==> src/sowd_regs.vh <==
// register map, field positions and timing constants of the options block
`ifndef SOWD_REGS_VH
`define SOWD_REGS_VH

// register port geometry
`define SOWD_ADDR_W       3
`define SOWD_DATA_W       8

// register offsets
`define SOWD_OFS_OPT1     3'h0
`define SOWD_OFS_OPT2     3'h1
`define SOWD_OFS_WDCLR    3'h2
`define SOWD_OFS_STAT     3'h3

// reset values and writable masks
`define SOWD_OPT1_RST     8'hc0
`define SOWD_OPT1_MASK    8'hf8
`define SOWD_OPT2_RST     8'h00
`define SOWD_OPT2_MASK    8'h03
`define SOWD_ZERO_BYTE    8'h00

// system_options_one fields
`define SOWD_TSEL_HI      7
`define SOWD_TSEL_LO      6
`define SOWD_STOPA_BIT    5
`define SOWD_SER2_BIT     4
`define SOWD_TWO_BIT      3

// system_options_two fields
`define SOWD_CLKSEL_BIT   0
`define SOWD_WINEN_BIT    1

// status fields
`define SOWD_ST_LOCK      0
`define SOWD_ST_RUN       1
`define SOWD_ST_WIN       2

// watchdog timeout select codes
`define SOWD_TSEL_OFF     2'h0
`define SOWD_TSEL_T1      2'h1
`define SOWD_TSEL_T2      2'h2
`define SOWD_TSEL_T3      2'h3

// low-power tick timeouts, in milliseconds (1.024 s for the longest)
`define SOWD_US_PER_MS    1000
`define SOWD_LPO_PERIOD_US 1000
`define SOWD_T1_MS        32
`define SOWD_T2_MS        256
`define SOWD_T3_MS        1024

// bus clock overflow counts and window opening counts
`define SOWD_CNT_W        19
`define SOWD_BUS_T1_CYC   19'h0_2000
`define SOWD_BUS_T2_CYC   19'h1_0000
`define SOWD_BUS_T3_CYC   19'h4_0000
`define SOWD_BUS_W1_CYC   19'h0_1800
`define SOWD_BUS_W2_CYC   19'h0_c000
`define SOWD_BUS_W3_CYC   19'h3_0000
`define SOWD_CNT_ZERO     19'h0_0000
`define SOWD_CNT_ONE      19'h0_0001

// port bit positions
`define SOWD_PF_TX        0
`define SOWD_PF_RX        1
`define SOWD_PF_SCL       2
`define SOWD_PF_SDA       3
`define SOWD_PE_SCL       4
`define SOWD_PE_SDA       5
`define SOWD_PE_TX        6
`define SOWD_PE_RX        7

`endif

==> src/sowd_pin_route.v <==
// routes the second serial unit and the two-wire unit onto port pins
`timescale 1ns/1ps
`default_nettype none
`include "sowd_regs.vh"
module sowd_pin_route (
  input  wire       i_sys_clk,
  input  wire       i_arst_n,
  input  wire       i_clk_en,
  input  wire       i_ser2_route,  // 0 = port f, 1 = port e
  input  wire       i_two_route,   // 0 = port f, 1 = port e
  input  wire       i_ser2_tx,     // serial transmit level from the unit
  input  wire       i_scl_low,     // two-wire unit pulls clock low
  input  wire       i_sda_low,     // two-wire unit pulls data low
  input  wire [3:0] i_port_f_in,
  input  wire [7:4] i_port_e_in,
  output reg  [3:0] o_port_f_out,
  output reg  [3:0] o_port_f_oe,
  output reg  [7:4] o_port_e_out,
  output reg  [7:4] o_port_e_oe,
  output reg        o_ser2_rx,
  output reg        o_scl_in,
  output reg        o_sda_in
);
  reg [3:0] next_f_out;
  reg [3:0] next_f_oe;
  reg [7:4] next_e_out;
  reg [7:4] next_e_oe;

  // pin selection; two-wire pins are open drain so their level is low
  always @* begin
    next_f_out = 4'h0;
    next_f_oe  = 4'h0;
    next_e_out = 4'h0;
    next_e_oe  = 4'h0;
    if (!i_ser2_route) begin                                      // [RULE_09]
      next_f_out[`SOWD_PF_TX] = i_ser2_tx;
      next_f_oe[`SOWD_PF_TX]  = 1'b1;
    end else begin
      next_e_out[`SOWD_PE_TX] = i_ser2_tx;
      next_e_oe[`SOWD_PE_TX]  = 1'b1;
    end
    if (!i_two_route) begin                                       // [RULE_10]
      next_f_oe[`SOWD_PF_SCL] = i_scl_low;
      next_f_oe[`SOWD_PF_SDA] = i_sda_low;
    end else begin
      next_e_oe[`SOWD_PE_SCL] = i_scl_low;
      next_e_oe[`SOWD_PE_SDA] = i_sda_low;
    end
  end

  // registered pin drive and returned input levels
  always @(posedge i_sys_clk or negedge i_arst_n) begin
    if (!i_arst_n) begin
      o_port_f_out <= 4'h0;
      o_port_f_oe  <= 4'h0;
      o_port_e_out <= 4'h0;
      o_port_e_oe  <= 4'h0;
      o_ser2_rx    <= 1'b1;
      o_scl_in     <= 1'b1;
      o_sda_in     <= 1'b1;
    end else if (i_clk_en) begin
      o_port_f_out <= next_f_out;
      o_port_f_oe  <= next_f_oe;
      o_port_e_out <= next_e_out;
      o_port_e_oe  <= next_e_oe;
      o_ser2_rx <= i_ser2_route ? i_port_e_in[`SOWD_PE_RX]
                                : i_port_f_in[`SOWD_PF_RX];       // [RULE_09]
      o_scl_in  <= i_two_route ? i_port_e_in[`SOWD_PE_SCL]
                               : i_port_f_in[`SOWD_PF_SCL];       // [RULE_10]
      o_sda_in  <= i_two_route ? i_port_e_in[`SOWD_PE_SDA]
                               : i_port_f_in[`SOWD_PF_SDA];       // [RULE_10]
    end
  end
endmodule // sowd_pin_route
`default_nettype wire

==> src/sowd_top.v <==
// system options registers, stop-mode gate and watchdog top level
//
// Operation
// (RULE_01) only first options write after reset sticks
// (RULE_02) options register readable at any time
// (RULE_03) software should write options during initialisation
// (RULE_04) bits 7:6 select the watchdog timeout
// (RULE_05) low-power source gives 32ms, 256ms, 1.024s
// (RULE_06) bus clock gives 2^13, 2^16, 2^18 cycles
// (RULE_07) windowed clear legal only in last quarter
// (RULE_08) bit 5 allows stop, else illegal-opcode reset
// (RULE_09) bit 4 moves serial pins port f/e
// (RULE_10) bit 3 moves two-wire pins port f/e
// (RULE_11) bits 2:0 read zero; reset value 0xc0
// (RULE_12) overflow or early clear forces system reset
`timescale 1ns/1ps
`default_nettype none
`include "sowd_regs.vh"
module sowd_top #(
  // long counts stay parameters so a simulation can shorten them
  parameter [`SOWD_CNT_W-1:0] P_BUS_T1 = `SOWD_BUS_T1_CYC,
  parameter [`SOWD_CNT_W-1:0] P_BUS_T2 = `SOWD_BUS_T2_CYC,
  parameter [`SOWD_CNT_W-1:0] P_BUS_T3 = `SOWD_BUS_T3_CYC,
  parameter [`SOWD_CNT_W-1:0] P_BUS_W1 = `SOWD_BUS_W1_CYC,
  parameter [`SOWD_CNT_W-1:0] P_BUS_W2 = `SOWD_BUS_W2_CYC,
  parameter [`SOWD_CNT_W-1:0] P_BUS_W3 = `SOWD_BUS_W3_CYC
) (
  // clock, reset and freeze
  input  wire                    i_sys_clk,
  input  wire                    i_arst_n,
  input  wire                    i_clk_en,
  // register port
  input  wire [`SOWD_ADDR_W-1:0] i_addr,
  input  wire [`SOWD_DATA_W-1:0] i_wr_data,
  input  wire                    i_wr_en,
  input  wire                    i_rd_en,
  output reg  [`SOWD_DATA_W-1:0] o_rd_data,
  // low-power tick and processor stop request
  input  wire                    i_lpo_tick,
  input  wire                    i_stop_req,
  output reg                     o_stop_grant,
  output reg                     o_illegal_op_reset,
  output wire                    o_wdog_reset,
  // peripheral side of the routed units
  input  wire                    i_ser2_tx,
  input  wire                    i_scl_low,
  input  wire                    i_sda_low,
  output wire                    o_ser2_rx,
  output wire                    o_scl_in,
  output wire                    o_sda_in,
  // port pins
  input  wire [3:0]              i_port_f_in,
  input  wire [7:4]              i_port_e_in,
  output wire [3:0]              o_port_f_out,
  output wire [3:0]              o_port_f_oe,
  output wire [7:4]              o_port_e_out,
  output wire [7:4]              o_port_e_oe
);

  // register offset decode, used by the write strobes; the read path has its own case
  function hit;
    input [`SOWD_ADDR_W-1:0] addr;
    input [`SOWD_ADDR_W-1:0] ofs;
    begin
      hit = (addr == ofs);
    end
  endfunction

  // stored registers
  reg  [`SOWD_DATA_W-1:0] system_options_one; // write-once options
  reg  [`SOWD_DATA_W-1:0] system_options_two; // clock select, window
  reg                     opt1_locked;        // first write taken
  reg                     wd_clear;           // clear pulse to counter

  // decoded strobes
  wire                    wr_opt1;
  wire                    wr_opt2;
  wire                    wr_wdclr;

  // field views of the options
  wire [1:0]              watchdog_timeout_select;
  wire                    stop_mode_allow;
  wire                    serial2_pin_route;
  wire                    two_wire_pin_route;
  wire                    watchdog_clock_select;
  wire                    watchdog_window_enable;

  // watchdog state seen by software
  wire                    wd_running;
  wire                    wd_win_open;

  // read mux result
  reg  [`SOWD_DATA_W-1:0] next_rd_data;
  reg  [`SOWD_DATA_W-1:0] status;

  // strobes per register
  assign wr_opt1  = i_wr_en & hit(i_addr, `SOWD_OFS_OPT1);
  assign wr_opt2  = i_wr_en & hit(i_addr, `SOWD_OFS_OPT2);
  assign wr_wdclr = i_wr_en & hit(i_addr, `SOWD_OFS_WDCLR);

  // option fields
  assign watchdog_timeout_select =
    system_options_one[`SOWD_TSEL_HI:`SOWD_TSEL_LO];              // [RULE_04]
  assign stop_mode_allow    = system_options_one[`SOWD_STOPA_BIT];
  assign serial2_pin_route  = system_options_one[`SOWD_SER2_BIT];
  assign two_wire_pin_route = system_options_one[`SOWD_TWO_BIT];
  assign watchdog_clock_select =
    system_options_two[`SOWD_CLKSEL_BIT];
  assign watchdog_window_enable =
    system_options_two[`SOWD_WINEN_BIT];

  // write-once options register with its lock
  // software is expected to write it at start-up even with the reset
  // values, otherwise a stray write later could still change them
  // (RULE_03 binds software; the lock below is what makes it matter)
  always @(posedge i_sys_clk or negedge i_arst_n) begin
    if (!i_arst_n) begin
      system_options_one <= `SOWD_OPT1_RST;                       // [RULE_11]
      opt1_locked        <= 1'b0;
    end else if (i_clk_en) begin
      if (wr_opt1 && !opt1_locked) begin                          // [RULE_01]
        // unimplemented low bits never store
        system_options_one <= i_wr_data & `SOWD_OPT1_MASK;        // [RULE_11]
        opt1_locked        <= 1'b1;                               // [RULE_01]
      end
    end
  end

  // second options register, writable at any time
  // changing the clock source mid-count keeps the count; software
  // should clear the watchdog right after such a change
  always @(posedge i_sys_clk or negedge i_arst_n) begin
    if (!i_arst_n) begin
      system_options_two <= `SOWD_OPT2_RST;
    end else if (i_clk_en) begin
      if (wr_opt2) begin
        system_options_two <= i_wr_data & `SOWD_OPT2_MASK;
      end
    end
  end

  // any write to the clear offset is a service of the watchdog;
  // registered so the counter sees it one cycle after the write
  always @(posedge i_sys_clk or negedge i_arst_n) begin
    if (!i_arst_n) begin
      wd_clear <= 1'b0;
    end else if (i_clk_en) begin
      wd_clear <= wr_wdclr;                                       // [RULE_07]
    end
  end

  // status word built from live block state
  always @* begin
    status                = `SOWD_ZERO_BYTE;
    status[`SOWD_ST_LOCK] = opt1_locked;
    status[`SOWD_ST_RUN]  = wd_running;
    status[`SOWD_ST_WIN]  = wd_win_open;
  end

  // read mux; unmapped offsets and the clear offset read zero
  always @* begin
    next_rd_data = `SOWD_ZERO_BYTE;
    case (i_addr)
      `SOWD_OFS_OPT1: begin
        next_rd_data = system_options_one;                 // [RULE_02] [RULE_11]
      end
      `SOWD_OFS_OPT2: begin
        next_rd_data = system_options_two;
      end
      `SOWD_OFS_STAT: begin
        next_rd_data = status;
      end
      default: begin
        next_rd_data = `SOWD_ZERO_BYTE;
      end
    endcase
  end

  // read data stands only in the cycle after the read strobe
  always @(posedge i_sys_clk or negedge i_arst_n) begin
    if (!i_arst_n) begin
      o_rd_data <= `SOWD_ZERO_BYTE;
    end else if (i_clk_en) begin
      if (i_rd_en) begin
        o_rd_data <= next_rd_data;                                // [RULE_02]
      end else begin
        o_rd_data <= `SOWD_ZERO_BYTE;
      end
    end
  end

  // stop request gate: grant when allowed, else force the illegal
  // opcode reset; the selected one repeats the request level one cycle later
  always @(posedge i_sys_clk or negedge i_arst_n) begin
    if (!i_arst_n) begin
      o_stop_grant       <= 1'b0;
      o_illegal_op_reset <= 1'b0;
    end else if (i_clk_en) begin
      o_stop_grant       <= i_stop_req & stop_mode_allow;         // [RULE_08]
      o_illegal_op_reset <= i_stop_req & ~stop_mode_allow;        // [RULE_08]
    end
  end

  // watchdog counter; its fire pulse is the system reset request
  sowd_wdog #(
    .P_BUS_T1 (P_BUS_T1),
    .P_BUS_T2 (P_BUS_T2),
    .P_BUS_T3 (P_BUS_T3),
    .P_BUS_W1 (P_BUS_W1),
    .P_BUS_W2 (P_BUS_W2),
    .P_BUS_W3 (P_BUS_W3)
  ) u_wdog (
    .i_sys_clk  (i_sys_clk),
    .i_arst_n   (i_arst_n),
    .i_clk_en   (i_clk_en),
    .i_tsel     (watchdog_timeout_select),          // [RULE_04]
    .i_clk_sel  (watchdog_clock_select),            // [RULE_05] [RULE_06]
    .i_win_en   (watchdog_window_enable),           // [RULE_07]
    .i_lpo_tick (i_lpo_tick),
    .i_clear    (wd_clear),
    .o_fire     (o_wdog_reset),                     // [RULE_12]
    .o_running  (wd_running),
    .o_win_open (wd_win_open)
  );

  // pin routing; outputs there are flops, so these ports are too
  sowd_pin_route u_pins (
    .i_sys_clk    (i_sys_clk),
    .i_arst_n     (i_arst_n),
    .i_clk_en     (i_clk_en),
    .i_ser2_route (serial2_pin_route),              // [RULE_09]
    .i_two_route  (two_wire_pin_route),             // [RULE_10]
    .i_ser2_tx    (i_ser2_tx),
    .i_scl_low    (i_scl_low),
    .i_sda_low    (i_sda_low),
    .i_port_f_in  (i_port_f_in),
    .i_port_e_in  (i_port_e_in),
    .o_port_f_out (o_port_f_out),
    .o_port_f_oe  (o_port_f_oe),
    .o_port_e_out (o_port_e_out),
    .o_port_e_oe  (o_port_e_oe),
    .o_ser2_rx    (o_ser2_rx),
    .o_scl_in     (o_scl_in),
    .o_sda_in     (o_sda_in)
  );

endmodule // sowd_top
`default_nettype wire

==> src/sowd_wdog.v <==
// watchdog counter with selectable clock, timeout and window check
`timescale 1ns/1ps
`default_nettype none
`include "sowd_regs.vh"
module sowd_wdog #(
  parameter [`SOWD_CNT_W-1:0] P_BUS_T1 = `SOWD_BUS_T1_CYC,
  parameter [`SOWD_CNT_W-1:0] P_BUS_T2 = `SOWD_BUS_T2_CYC,
  parameter [`SOWD_CNT_W-1:0] P_BUS_T3 = `SOWD_BUS_T3_CYC,
  parameter [`SOWD_CNT_W-1:0] P_BUS_W1 = `SOWD_BUS_W1_CYC,
  parameter [`SOWD_CNT_W-1:0] P_BUS_W2 = `SOWD_BUS_W2_CYC,
  parameter [`SOWD_CNT_W-1:0] P_BUS_W3 = `SOWD_BUS_W3_CYC
) (
  input  wire       i_sys_clk,
  input  wire       i_arst_n,
  input  wire       i_clk_en,
  input  wire [1:0] i_tsel,      // timeout select code
  input  wire       i_clk_sel,   // 1 = bus clock, 0 = low-power tick
  input  wire       i_win_en,    // windowed mode
  input  wire       i_lpo_tick,  // one-cycle 1 kHz tick
  input  wire       i_clear,     // software clear pulse
  output reg        o_fire,      // one-cycle timeout pulse
  output wire       o_running,
  output wire       o_win_open
);
  // low-power counts derived from the printed times
  // reckoned as integers, then cut to the counter width on purpose
  localparam integer LPO_T1_I =
    (`SOWD_T1_MS * `SOWD_US_PER_MS) / `SOWD_LPO_PERIOD_US;
  localparam integer LPO_T2_I =
    (`SOWD_T2_MS * `SOWD_US_PER_MS) / `SOWD_LPO_PERIOD_US;
  localparam integer LPO_T3_I =
    (`SOWD_T3_MS * `SOWD_US_PER_MS) / `SOWD_LPO_PERIOD_US;
  localparam [`SOWD_CNT_W-1:0] LPO_T1 = LPO_T1_I[`SOWD_CNT_W-1:0];
  localparam [`SOWD_CNT_W-1:0] LPO_T2 = LPO_T2_I[`SOWD_CNT_W-1:0];
  localparam [`SOWD_CNT_W-1:0] LPO_T3 = LPO_T3_I[`SOWD_CNT_W-1:0];

  reg  [`SOWD_CNT_W-1:0] cnt;   // elapsed count since last clear
  wire [`SOWD_CNT_W-1:0] lim;   // selected overflow count
  wire [`SOWD_CNT_W-1:0] wopen; // first count at which a clear is legal
  wire                   adv;   // count advances this cycle
  wire                   early; // clear before the window opens

  // overflow count per clock source and select code
  assign lim = (i_tsel == `SOWD_TSEL_T1) ? (i_clk_sel ? P_BUS_T1 : LPO_T1) :
               (i_tsel == `SOWD_TSEL_T2) ? (i_clk_sel ? P_BUS_T2 : LPO_T2) :
                                           (i_clk_sel ? P_BUS_T3 : LPO_T3);
  assign wopen = (i_tsel == `SOWD_TSEL_T1) ? P_BUS_W1 :
                 (i_tsel == `SOWD_TSEL_T2) ? P_BUS_W2 : P_BUS_W3;
  assign o_running  = (i_tsel != `SOWD_TSEL_OFF);                 // [RULE_05]
  assign adv        = i_clk_sel | i_lpo_tick;               // [RULE_05] [RULE_06]
  // the window only exists on the bus clock source
  assign o_win_open = ~(i_win_en & i_clk_sel) | (cnt >= wopen);   // [RULE_07]
  assign early      = i_clear & ~o_win_open;                      // [RULE_12]

  // count, clear and timeout; the fire pulse restarts the count
  always @(posedge i_sys_clk or negedge i_arst_n) begin
    if (!i_arst_n) begin
      cnt    <= `SOWD_CNT_ZERO;
      o_fire <= 1'b0;
    end else if (i_clk_en) begin
      o_fire <= 1'b0;
      if (!o_running) begin
        cnt <= `SOWD_CNT_ZERO;
      end else if (i_clear) begin
        cnt    <= `SOWD_CNT_ZERO;
        o_fire <= early;                                          // [RULE_12]
      end else if (adv) begin
        if (cnt + `SOWD_CNT_ONE >= lim) begin
          cnt    <= `SOWD_CNT_ZERO;
          o_fire <= 1'b1;                                         // [RULE_12]
        end else begin
          cnt <= cnt + `SOWD_CNT_ONE;
        end
      end
    end
  end
endmodule // sowd_wdog
`default_nettype wire
==> config.mk <==
export PLATFORM = sky130hd
export DESIGN_NAME = sowd_top
export DESIGN_NICKNAME = d
export VERILOG_FILES = /design/src/sowd_pin_route.v /design/src/sowd_top.v /design/src/sowd_wdog.v
export VERILOG_INCLUDE_DIRS = /design/src
export SDC_FILE = /design/constraint.sdc
export NUM_CORES = 1
export LEC_CHECK = 0
export BUFFER_PORTS_ARGS = -buffer_cell sky130_fd_sc_hd__buf_2
export CAP_MARGIN = 20
export CORE_UTILIZATION = 48
export CTS_CLUSTER_DIAMETER = 100
export DETAILED_ROUTE_END_ITERATION = 6
export PLACE_DENSITY_LB_ADDON = 0.2
export SLEW_MARGIN = 30
export SYNTH_ARGS = -nofsm -noshare
export SYNTH_HDL_FRONTEND = slang
export SYNTH_HIERARCHICAL = 1
export SYNTH_SLANG_ARGS = --single-unit
==> constraint.sdc <==
create_clock -name i_sys_clk -period 4.4 [get_ports i_sys_clk]
set_input_delay 0.88 -clock i_sys_clk [delete_from_list [all_inputs] [get_ports i_sys_clk]]
set_output_delay 0.88 -clock i_sys_clk [all_outputs]
set_load 0.05 [all_outputs]
==> implementation parameters, run 1 <==
Parameter                              Value

Worst setup path
  Type of origin of the critical path    register
  Data arrival time at the worst-slack endpoint    4000 ps
  Worst setup EP type    register
  R2R depth    13
  Worst-path fanout max    19
  Timing startpoint of the critical path    u_wdog/cnt[0]
  Data required, critical path    4650 ps
  Critical register-to-register path endpoint    u_wdog/cnt[0]
  Reg2Reg Setup Slack    650 ps
  Critical path capture point    u_wdog/cnt[0]
  Worst R2R Start    u_wdog/cnt[0]
  Path type of the worst setup path    register to register

Die
  Placement Rows    29
  Initial cell density of the core    50.3%
  Die Span Y    84.0 µm
  X dimension of the die    84.0 µm
  I/O pins    59
  Area of the die    7060 µm²
  Floorplan core area    6420 µm²

GRT
  Aggregate global-route resource usage    19.6%
  Pin count of the biggest net entering global routing    51
  Vias in the first global route    2340
  Initial antenna violation count    0
  First-pass GRT wire length    11.1 mm
  Grt total ovfl    0

Synthesis
  Dominant register cell in the synthesized netlist    sky130_fd_sc_hd__dfrtp_1
  Count of warnings emitted by yosys    6
  Post-Syn Instances    323
  Post-synthesis register bit count    50
  Netlist area before placement    3230 µm²
  Post-synth EDFFs    0
  Average cell area after synthesis    10.0 µm²
  Number of library cell types mapped by synthesis    63
  Synth async-reset ratio    100%
  Portion of the post-synthesis area used by sequential elements    38.9%

Cells and area
  Non-Filler Cell Area, Final    3540 µm²
  Antenna cell count    0
  Most frequent cells in the layout    sky130_fd_sc_hd__buf_2 (47), sky130_fd_sc_hd__dfrtp_1 (45), sky130_fd_sc_hd__nand2_1 (24)
  Most common cell after layout, fill and taps aside    sky130_fd_sc_hd__buf_2
  Net count of the finished layout    408
  Layout cells sized above 1    24.9%
  Post-Layout Cell Count    439
  Area occupied by multi-input gates    1750 µm²
  Sequential Area    1260 µm²
  Area delta synth->final    9.53%
  Fill cell count    588

STA
  Final Slew Violations    0
  Setup clock skew after layout    9.38 ps
  Setup violations, final    0
  Transition time of the tightest slew-check pin    654 ps
  RSZ-0062 raised after global routing    false
  Worst-case headroom to the max-slew limit    56.4%
  Final period util    85.3%
  Final period demand of the worst path    3750 ps
  Final total negative setup slack    0 ps
  Endpoints failing hold    0
  Peak clock frequency supported by timing    267 MHz

Worst hold path
  Hold crit path type    register to register

Detailed routing
  Vias per Instance    5.60
  First drt pass iteration count    7
  Number of antenna-violating nets in the routed design    0
  Vias post-DR    2458
  Number of DRC violations after detailed routing    8
  Aggregate routed wire length    6.53 mm
  Violation count after the first detailed-route iteration    160
  Wirelength per Cell    14.9 µm

Placed design
  IO buf count    47
  Final RePlAce weighted congestion    0.851
  Total cell area at the placement stage    3440 µm²
  Sum of net half-perimeters after detailed placement    4.66 mm
  Total instance count after detailed placement    431

Clock tree
  Number of H-tree branching levels    2
  Number of hold-repair buffers added at the cts stage    0
  TritonCTS buffer count    5
  Clock root buffer    sky130_fd_sc_hd__clkbuf_8
  Clock latency reported for the late side of the worst-skew pair    310 ps
  Clock transition at the registers of the reported paths    100 ps
  Postcts setup bufs    0
  CTS Sinks    50
  Clock tree from TritonCTS    yes
  Resized cells post-CTS    0
  CTS max path bufs    2

Job
  Max Cap Viol    0

Pwr
  Leakage power    1.71 nW
  Pwr per Cell Area    262 nW/µm²
  Maximum ir drop on the vdd rail    0.000152 V

Status
  Status    finished, violations left
  Violations in the final reports    DRC
cells by family (layout without fill, tap and decap cells):
logic type	count (synthesis)	count (layout)	synth area share, %
XOR/XNOR	10	10	2.71
other	1	8	0.116
AO/OA/AOI/OAI	70	70	16.5
multiplexers	17	17	6.35
flip-flops	50	50	38.9
adder cells (fa/ha/maj)	18	18	6.97
AND/OR/NAND/NOR	110	110	20.4
buffers and inverters	47	79	8.02
report_power, final:
group / internal (mW) / switching [mW] / total [mW]
clock: 0.130 / 0.164 / 0.294
sequential: 0.474 / 0.0132 / 0.487
combinational: 0.0460 / 0.0999 / 0.146
total: 0.650 / 0.277 / 0.927
state kept, by name, indices dropped and copies added, names as in the netlist:
signal and cells:
u_pins/o_port_f_out 1, u_pins/o_port_e_out 1, o_stop_grant 1, u_pins/o_ser2_rx 1
system_options_one 5, opt1_locked 1, u_pins/o_sda_in 1, u_wdog/o_fire 1
system_options_two 2, u_pins/o_port_f_oe 3, o_rd_data 8, o_illegal_op_reset 1
u_pins/o_scl_in 1, wd_clear 1, u_wdog/cnt 19, u_pins/o_port_e_oe 3
how the worst min path moves through the flow:
| stage | slack, ps | from | depth (start not counted) | endpoint |
|---|---|---|---|---|
| after floorplan | 460 | opt1_locked | 2 | opt1_locked |
| after global placement | 470 | o_rd_data[0] | 1 | o_rd_data[0] |
| after detailed placement | 470 | o_rd_data[0] | 1 | o_rd_data[0] |
| after CTS | 500 | o_rd_data[0] | 1 | o_rd_data[0] |
| after global routing | 520 | o_rd_data[2] | 1 | o_rd_data[2] |
| final | 490 | o_rd_data[0] | 1 | o_rd_data[0] |
worst max-delay path, stage by stage, from the launching register on:
cell	delay (ps)
sky130_fd_sc_hd__dfrtp_1	400
sky130_fd_sc_hd__ha_1	270
sky130_fd_sc_hd__nand3_1	140
sky130_fd_sc_hd__or2_2	310
sky130_fd_sc_hd__nor2_1	220
sky130_fd_sc_hd__and3_1	260
sky130_fd_sc_hd__nand3_1	110
sky130_fd_sc_hd__xnor2_1	210
sky130_fd_sc_hd__ha_1	310
sky130_fd_sc_hd__and3_1	170
sky130_fd_sc_hd__a311oi_2	350
sky130_fd_sc_hd__o2111ai_4	420
sky130_fd_sc_hd__nor2_4	330
sky130_fd_sc_hd__mux2_2	190
final cells by class:
| type | count | area share, % |
|---|---|---|
| clock buffer | 6 | 2.33 |
| inverter | 21 | 2.23 |
| timing repair buffer | 50 | 7.29 |
| multi-input combinational | 233 | 49.4 |
| sequential | 50 | 35.6 |
| clock inverter | 2 | 0.495 |
| tap | 77 | 2.72 |
per-stage QoR:
step                      power, mW  hold slack, ps  utilization [%]  setup slack, ps
final                         0.927             494             55.1              649
after global routing          0.966             521             55.1              402
after CTS                     0.937             499             55.1              667
after detailed placement      0.643             469             53.5              702
after global placement        0.640             475             53.5              730
after floorplan               0.605             459                -             1300
cell usage after synthesis, drive strengths merged (8+ instances only):
library cell	n	area share, %
ha	18	7.0
a22o	11	3.0
nor2	16	2.1
nand2	24	2.8
dfrtp	45	35
o21ai	21	3.3
inv	21	2.4
buf	18	4.6
nand3	15	2.3
clkbuf	8	0.93
mux2	10	4.2
per-layer routing:
metal,vias to the layer above,GRT usage (%),wire length [µm]
met4,0,4.23,58
met1,1162,26.3,3180
met2,60,33.0,3020
li1,1229,-,-
met5,-,0,0
met3,7,3.56,274
(Power assumes the default switching activity.)
==> run 2, diff against run 1 <==
--- a/config.mk
+++ b/config.mk
@@ -8,6 +8,7 @@
 export LEC_CHECK = 0
 export BUFFER_PORTS_ARGS = -buffer_cell sky130_fd_sc_hd__buf_2
 export CAP_MARGIN = 20
+export CORE_MARGIN = 3
 export CORE_UTILIZATION = 48
 export CTS_CLUSTER_DIAMETER = 100
 export DETAILED_ROUTE_END_ITERATION = 6
@@ -17,3 +18,4 @@
 export SYNTH_HDL_FRONTEND = slang
 export SYNTH_HIERARCHICAL = 1
 export SYNTH_SLANG_ARGS = --single-unit
+export TNS_END_PERCENT = 20
==> implementation parameters, run 2 (synthesis gave the netlist of run 1 again) <==
Parameter                              Value

Detailed routing
  Aggregate routed wire length    6.76 mm (was 6.53 mm)
  Vias post-DR    2487 (was 2458)
  Number of antenna-violating nets in the routed design    0 (unchanged)
  Wirelength per Cell    15.4 µm (was 14.9 µm)
  First drt pass iteration count    5 (was 7)
  Violation count after the first detailed-route iteration    179 (was 160)
  Number of DRC violations after detailed routing    0 (was 8)
  Vias per Instance    5.67 (was 5.60)

Worst setup path
  Data arrival time at the worst-slack endpoint    4040 ps (was 4000 ps)
  Reg2Reg Setup Slack    620 ps (was 650 ps)
  Worst-path fanout max    19 (unchanged)
  Data required, critical path    4660 ps (was 4650 ps)
  Path type of the worst setup path    register to register (unchanged)
  Worst setup EP type    register (unchanged)
  Type of origin of the critical path    register (unchanged)
  Critical register-to-register path endpoint    u_wdog/cnt[0] (unchanged)
  Worst R2R Start    u_wdog/cnt[0] (unchanged)
  R2R depth    13 (unchanged)

GRT
  Vias in the first global route    2360 (was 2340)
  Met3 layer usage reported by global route    4.14% (was 3.56%)
  First-pass GRT wire length    11.2 mm (was 11.1 mm)
  Global routing met1 resource utilization    25.8% (was 26.3%)
  Grt total ovfl    0 (unchanged)
  Layer with the highest usage after global routing    met2 (unchanged)
  Pin count of the biggest net entering global routing    51 (unchanged)
  Met2 Track Usage GR    27.7% (was 33.0%)
  Aggregate global-route resource usage    18.2% (was 19.6%)
  Initial antenna violation count    0 (unchanged)

STA
  Worst-case headroom to the max-slew limit    56.0% (was 56.4%)
  Crit path setup slack, layout    617 ps (was 649 ps)
  Peak clock frequency supported by timing    264 MHz (was 267 MHz)
  Final period util    86.0% (was 85.3%)
  Final total negative setup slack    0 ps (unchanged)
  Setup clock skew after layout    12.7 ps (was 9.38 ps)
  Transition time of the tightest slew-check pin    660 ps (was 654 ps)
  RSZ-0062 raised after global routing    false (unchanged)
  Final Slew Violations    0 (unchanged)
  Endpoints failing hold    0 (unchanged)
  Setup violations, final    0 (unchanged)
  Final period demand of the worst path    3780 ps (was 3750 ps)

Die
  Floorplan core area    6420 µm² (unchanged)
  Die Span Y    88.0 µm (was 84.0 µm)
  X dimension of the die    88.0 µm (was 84.0 µm)
  Placement Rows    29 (unchanged)
  I/O pins    59 (unchanged)
  Area of the die    7750 µm² (was 7060 µm²)
  Initial cell density of the core    50.3% (unchanged)

Pwr
  Pwr per Cell Area    261 nW/µm² (was 262 nW/µm²)
  Reg power frac    53.0% (was 52.6%)
  Proportion of power drawn by the clock network    31.1% (was 31.7%)
  Internal power    0.638 mW (was 0.650 mW)
  Switching power total    0.284 mW (was 0.277 mW)
  Gate power share    15.9% (was 15.7%)
  Leakage power    1.71 nW (about the same)
  Maximum ir drop on the vdd rail    0.000191 V (was 0.000152 V)
  Switching share of power    30.8% (was 29.9%)

Cells and area
  Most common cell after layout, fill and taps aside    sky130_fd_sc_hd__buf_2 (unchanged)
  Antenna cell count    0 (unchanged)
  Net count of the finished layout    408 (unchanged)
  Fill cell count    576 (was 588)
  Registers with the most flip-flops    u_wdog/cnt (19), o_rd_data (8), system_options_one (5) (unchanged)
  Register ranked first by flip-flop count    u_wdog/cnt (unchanged)
  Most frequent cells in the layout    sky130_fd_sc_hd__buf_2 (47), sky130_fd_sc_hd__dfrtp_1 (45), sky130_fd_sc_hd__nand2_1 (24) (unchanged)
  Layout cells sized above 1    24.9% (unchanged)
  Final cell utilization of the core    55.0% (was 55.1%)
  Area delta synth->final    9.38% (was 9.53%)
  Max FFs per register    19 (unchanged)

Clock tree
  Resized cells post-CTS    0 (unchanged)
  Clock root buffer    sky130_fd_sc_hd__clkbuf_8 (unchanged)
  CTS max path bufs    2 (unchanged)
  CTS Sinks    50 (unchanged)
  Number of H-tree branching levels    2 (unchanged)
  Number of hold-repair buffers added at the cts stage    0 (unchanged)
  TritonCTS buffer count    5 (unchanged)
  Clock tree from TritonCTS    yes (unchanged)
  Clock transition at the registers of the reported paths    100 ps (about the same)
  Clock latency reported for the late side of the worst-skew pair    310 ps (about the same)
  Postcts setup bufs    0 (unchanged)

Job
  Max Cap Viol    0 (unchanged)

Placed design
  Sum of net half-perimeters after detailed placement    4.89 mm (was 4.66 mm)
  Pre-CTS WS    669 ps (was 702 ps)
  IO buf count    47 (unchanged)
  Final RePlAce weighted congestion    0.772 (was 0.851)

Worst hold path
  Hold-critical path depth    1 (unchanged)
  Hold crit path type    register to register (unchanged)
  Critical hold path startpoint    o_rd_data[0] (unchanged)
  Capture endpoint of the worst hold path    o_rd_data[0] (unchanged)

Status
  Status    finished, final reports clean (was finished, violations left)
[run 2: per-layer routing]
layer / share of wire, % / wire length [µm]
met1: 47 / 3170
met2: 46 / 3140
met3: 5.1 / 342
met4: 1.6 / 108
met5: 0 / 0
[run 2: area by class of cell]
| type | instances | area [µm²] | area share (%) |
|---|---|---|---|
| Tap cell | 77 | 96.3 | 2.73 |
| Timing Repair Buffer | 50 | 258 | 7.30 |
| Clock buffer | 5 | 68.8 | 1.95 |
| Multi-Input combinational cell | 233 | 1750 | 49.5 |
| Inverter | 21 | 78.8 | 2.23 |
| Clock inverter | 3 | 26.3 | 0.744 |
| Sequential cell | 50 | 1260 | 35.6 |
[run 2: how the worst max path moves through the flow]
stage                  start             to  cells past startpoint
5_1_grt        u_wdog/cnt[0]  u_wdog/cnt[0]                     13
3_3_place_gp   u_wdog/cnt[0]  u_wdog/cnt[0]                     13
4_1_cts        u_wdog/cnt[0]  u_wdog/cnt[0]                     13
3_5_place_dp   u_wdog/cnt[0]  u_wdog/cnt[0]                     13
2_1_floorplan  u_wdog/cnt[0]  u_wdog/cnt[6]                     13
6_report       u_wdog/cnt[0]  u_wdog/cnt[0]                     13
[run 2: through the flow]
stage | instance area (µm²) | std cells | power (mW) | hold slack (ps)
6_report | 3530 | 439 | 0.921 | 494
5_1_grt | 3530 | 439 | 0.970 | 527
4_1_cts | 3530 | 439 | 0.936 | 498
3_5_place_dp | 3440 | 431 | 0.645 | 476
3_3_place_gp | 3440 | 431 | 0.641 | 475
2_1_floorplan | 3260 | 330 | 0.605 | 459
[run 2: worst max-delay path: stages, from the launching register on]
cell	delay (ps)
sky130_fd_sc_hd__dfrtp_1	410
sky130_fd_sc_hd__ha_1	270
sky130_fd_sc_hd__nand3_1	130
sky130_fd_sc_hd__or2_2	310
sky130_fd_sc_hd__nor2_1	240
sky130_fd_sc_hd__and3_1	260
sky130_fd_sc_hd__nand3_1	110
sky130_fd_sc_hd__xnor2_1	220
sky130_fd_sc_hd__ha_1	310
sky130_fd_sc_hd__and3_1	180
sky130_fd_sc_hd__a311oi_2	360
sky130_fd_sc_hd__o2111ai_4	410
sky130_fd_sc_hd__nor2_4	340
sky130_fd_sc_hd__mux2_2	190
[run 2: power groups by stage]
stage	clock network, mW	registers (mW)	logic (mW)
after CTS	0.299	0.488	0.148
final	0.286	0.488	0.147
after floorplan	0	0.518	0.0868
after detailed placement	0	0.497	0.148
after global placement	0	0.496	0.145
after global routing	0.320	0.491	0.159
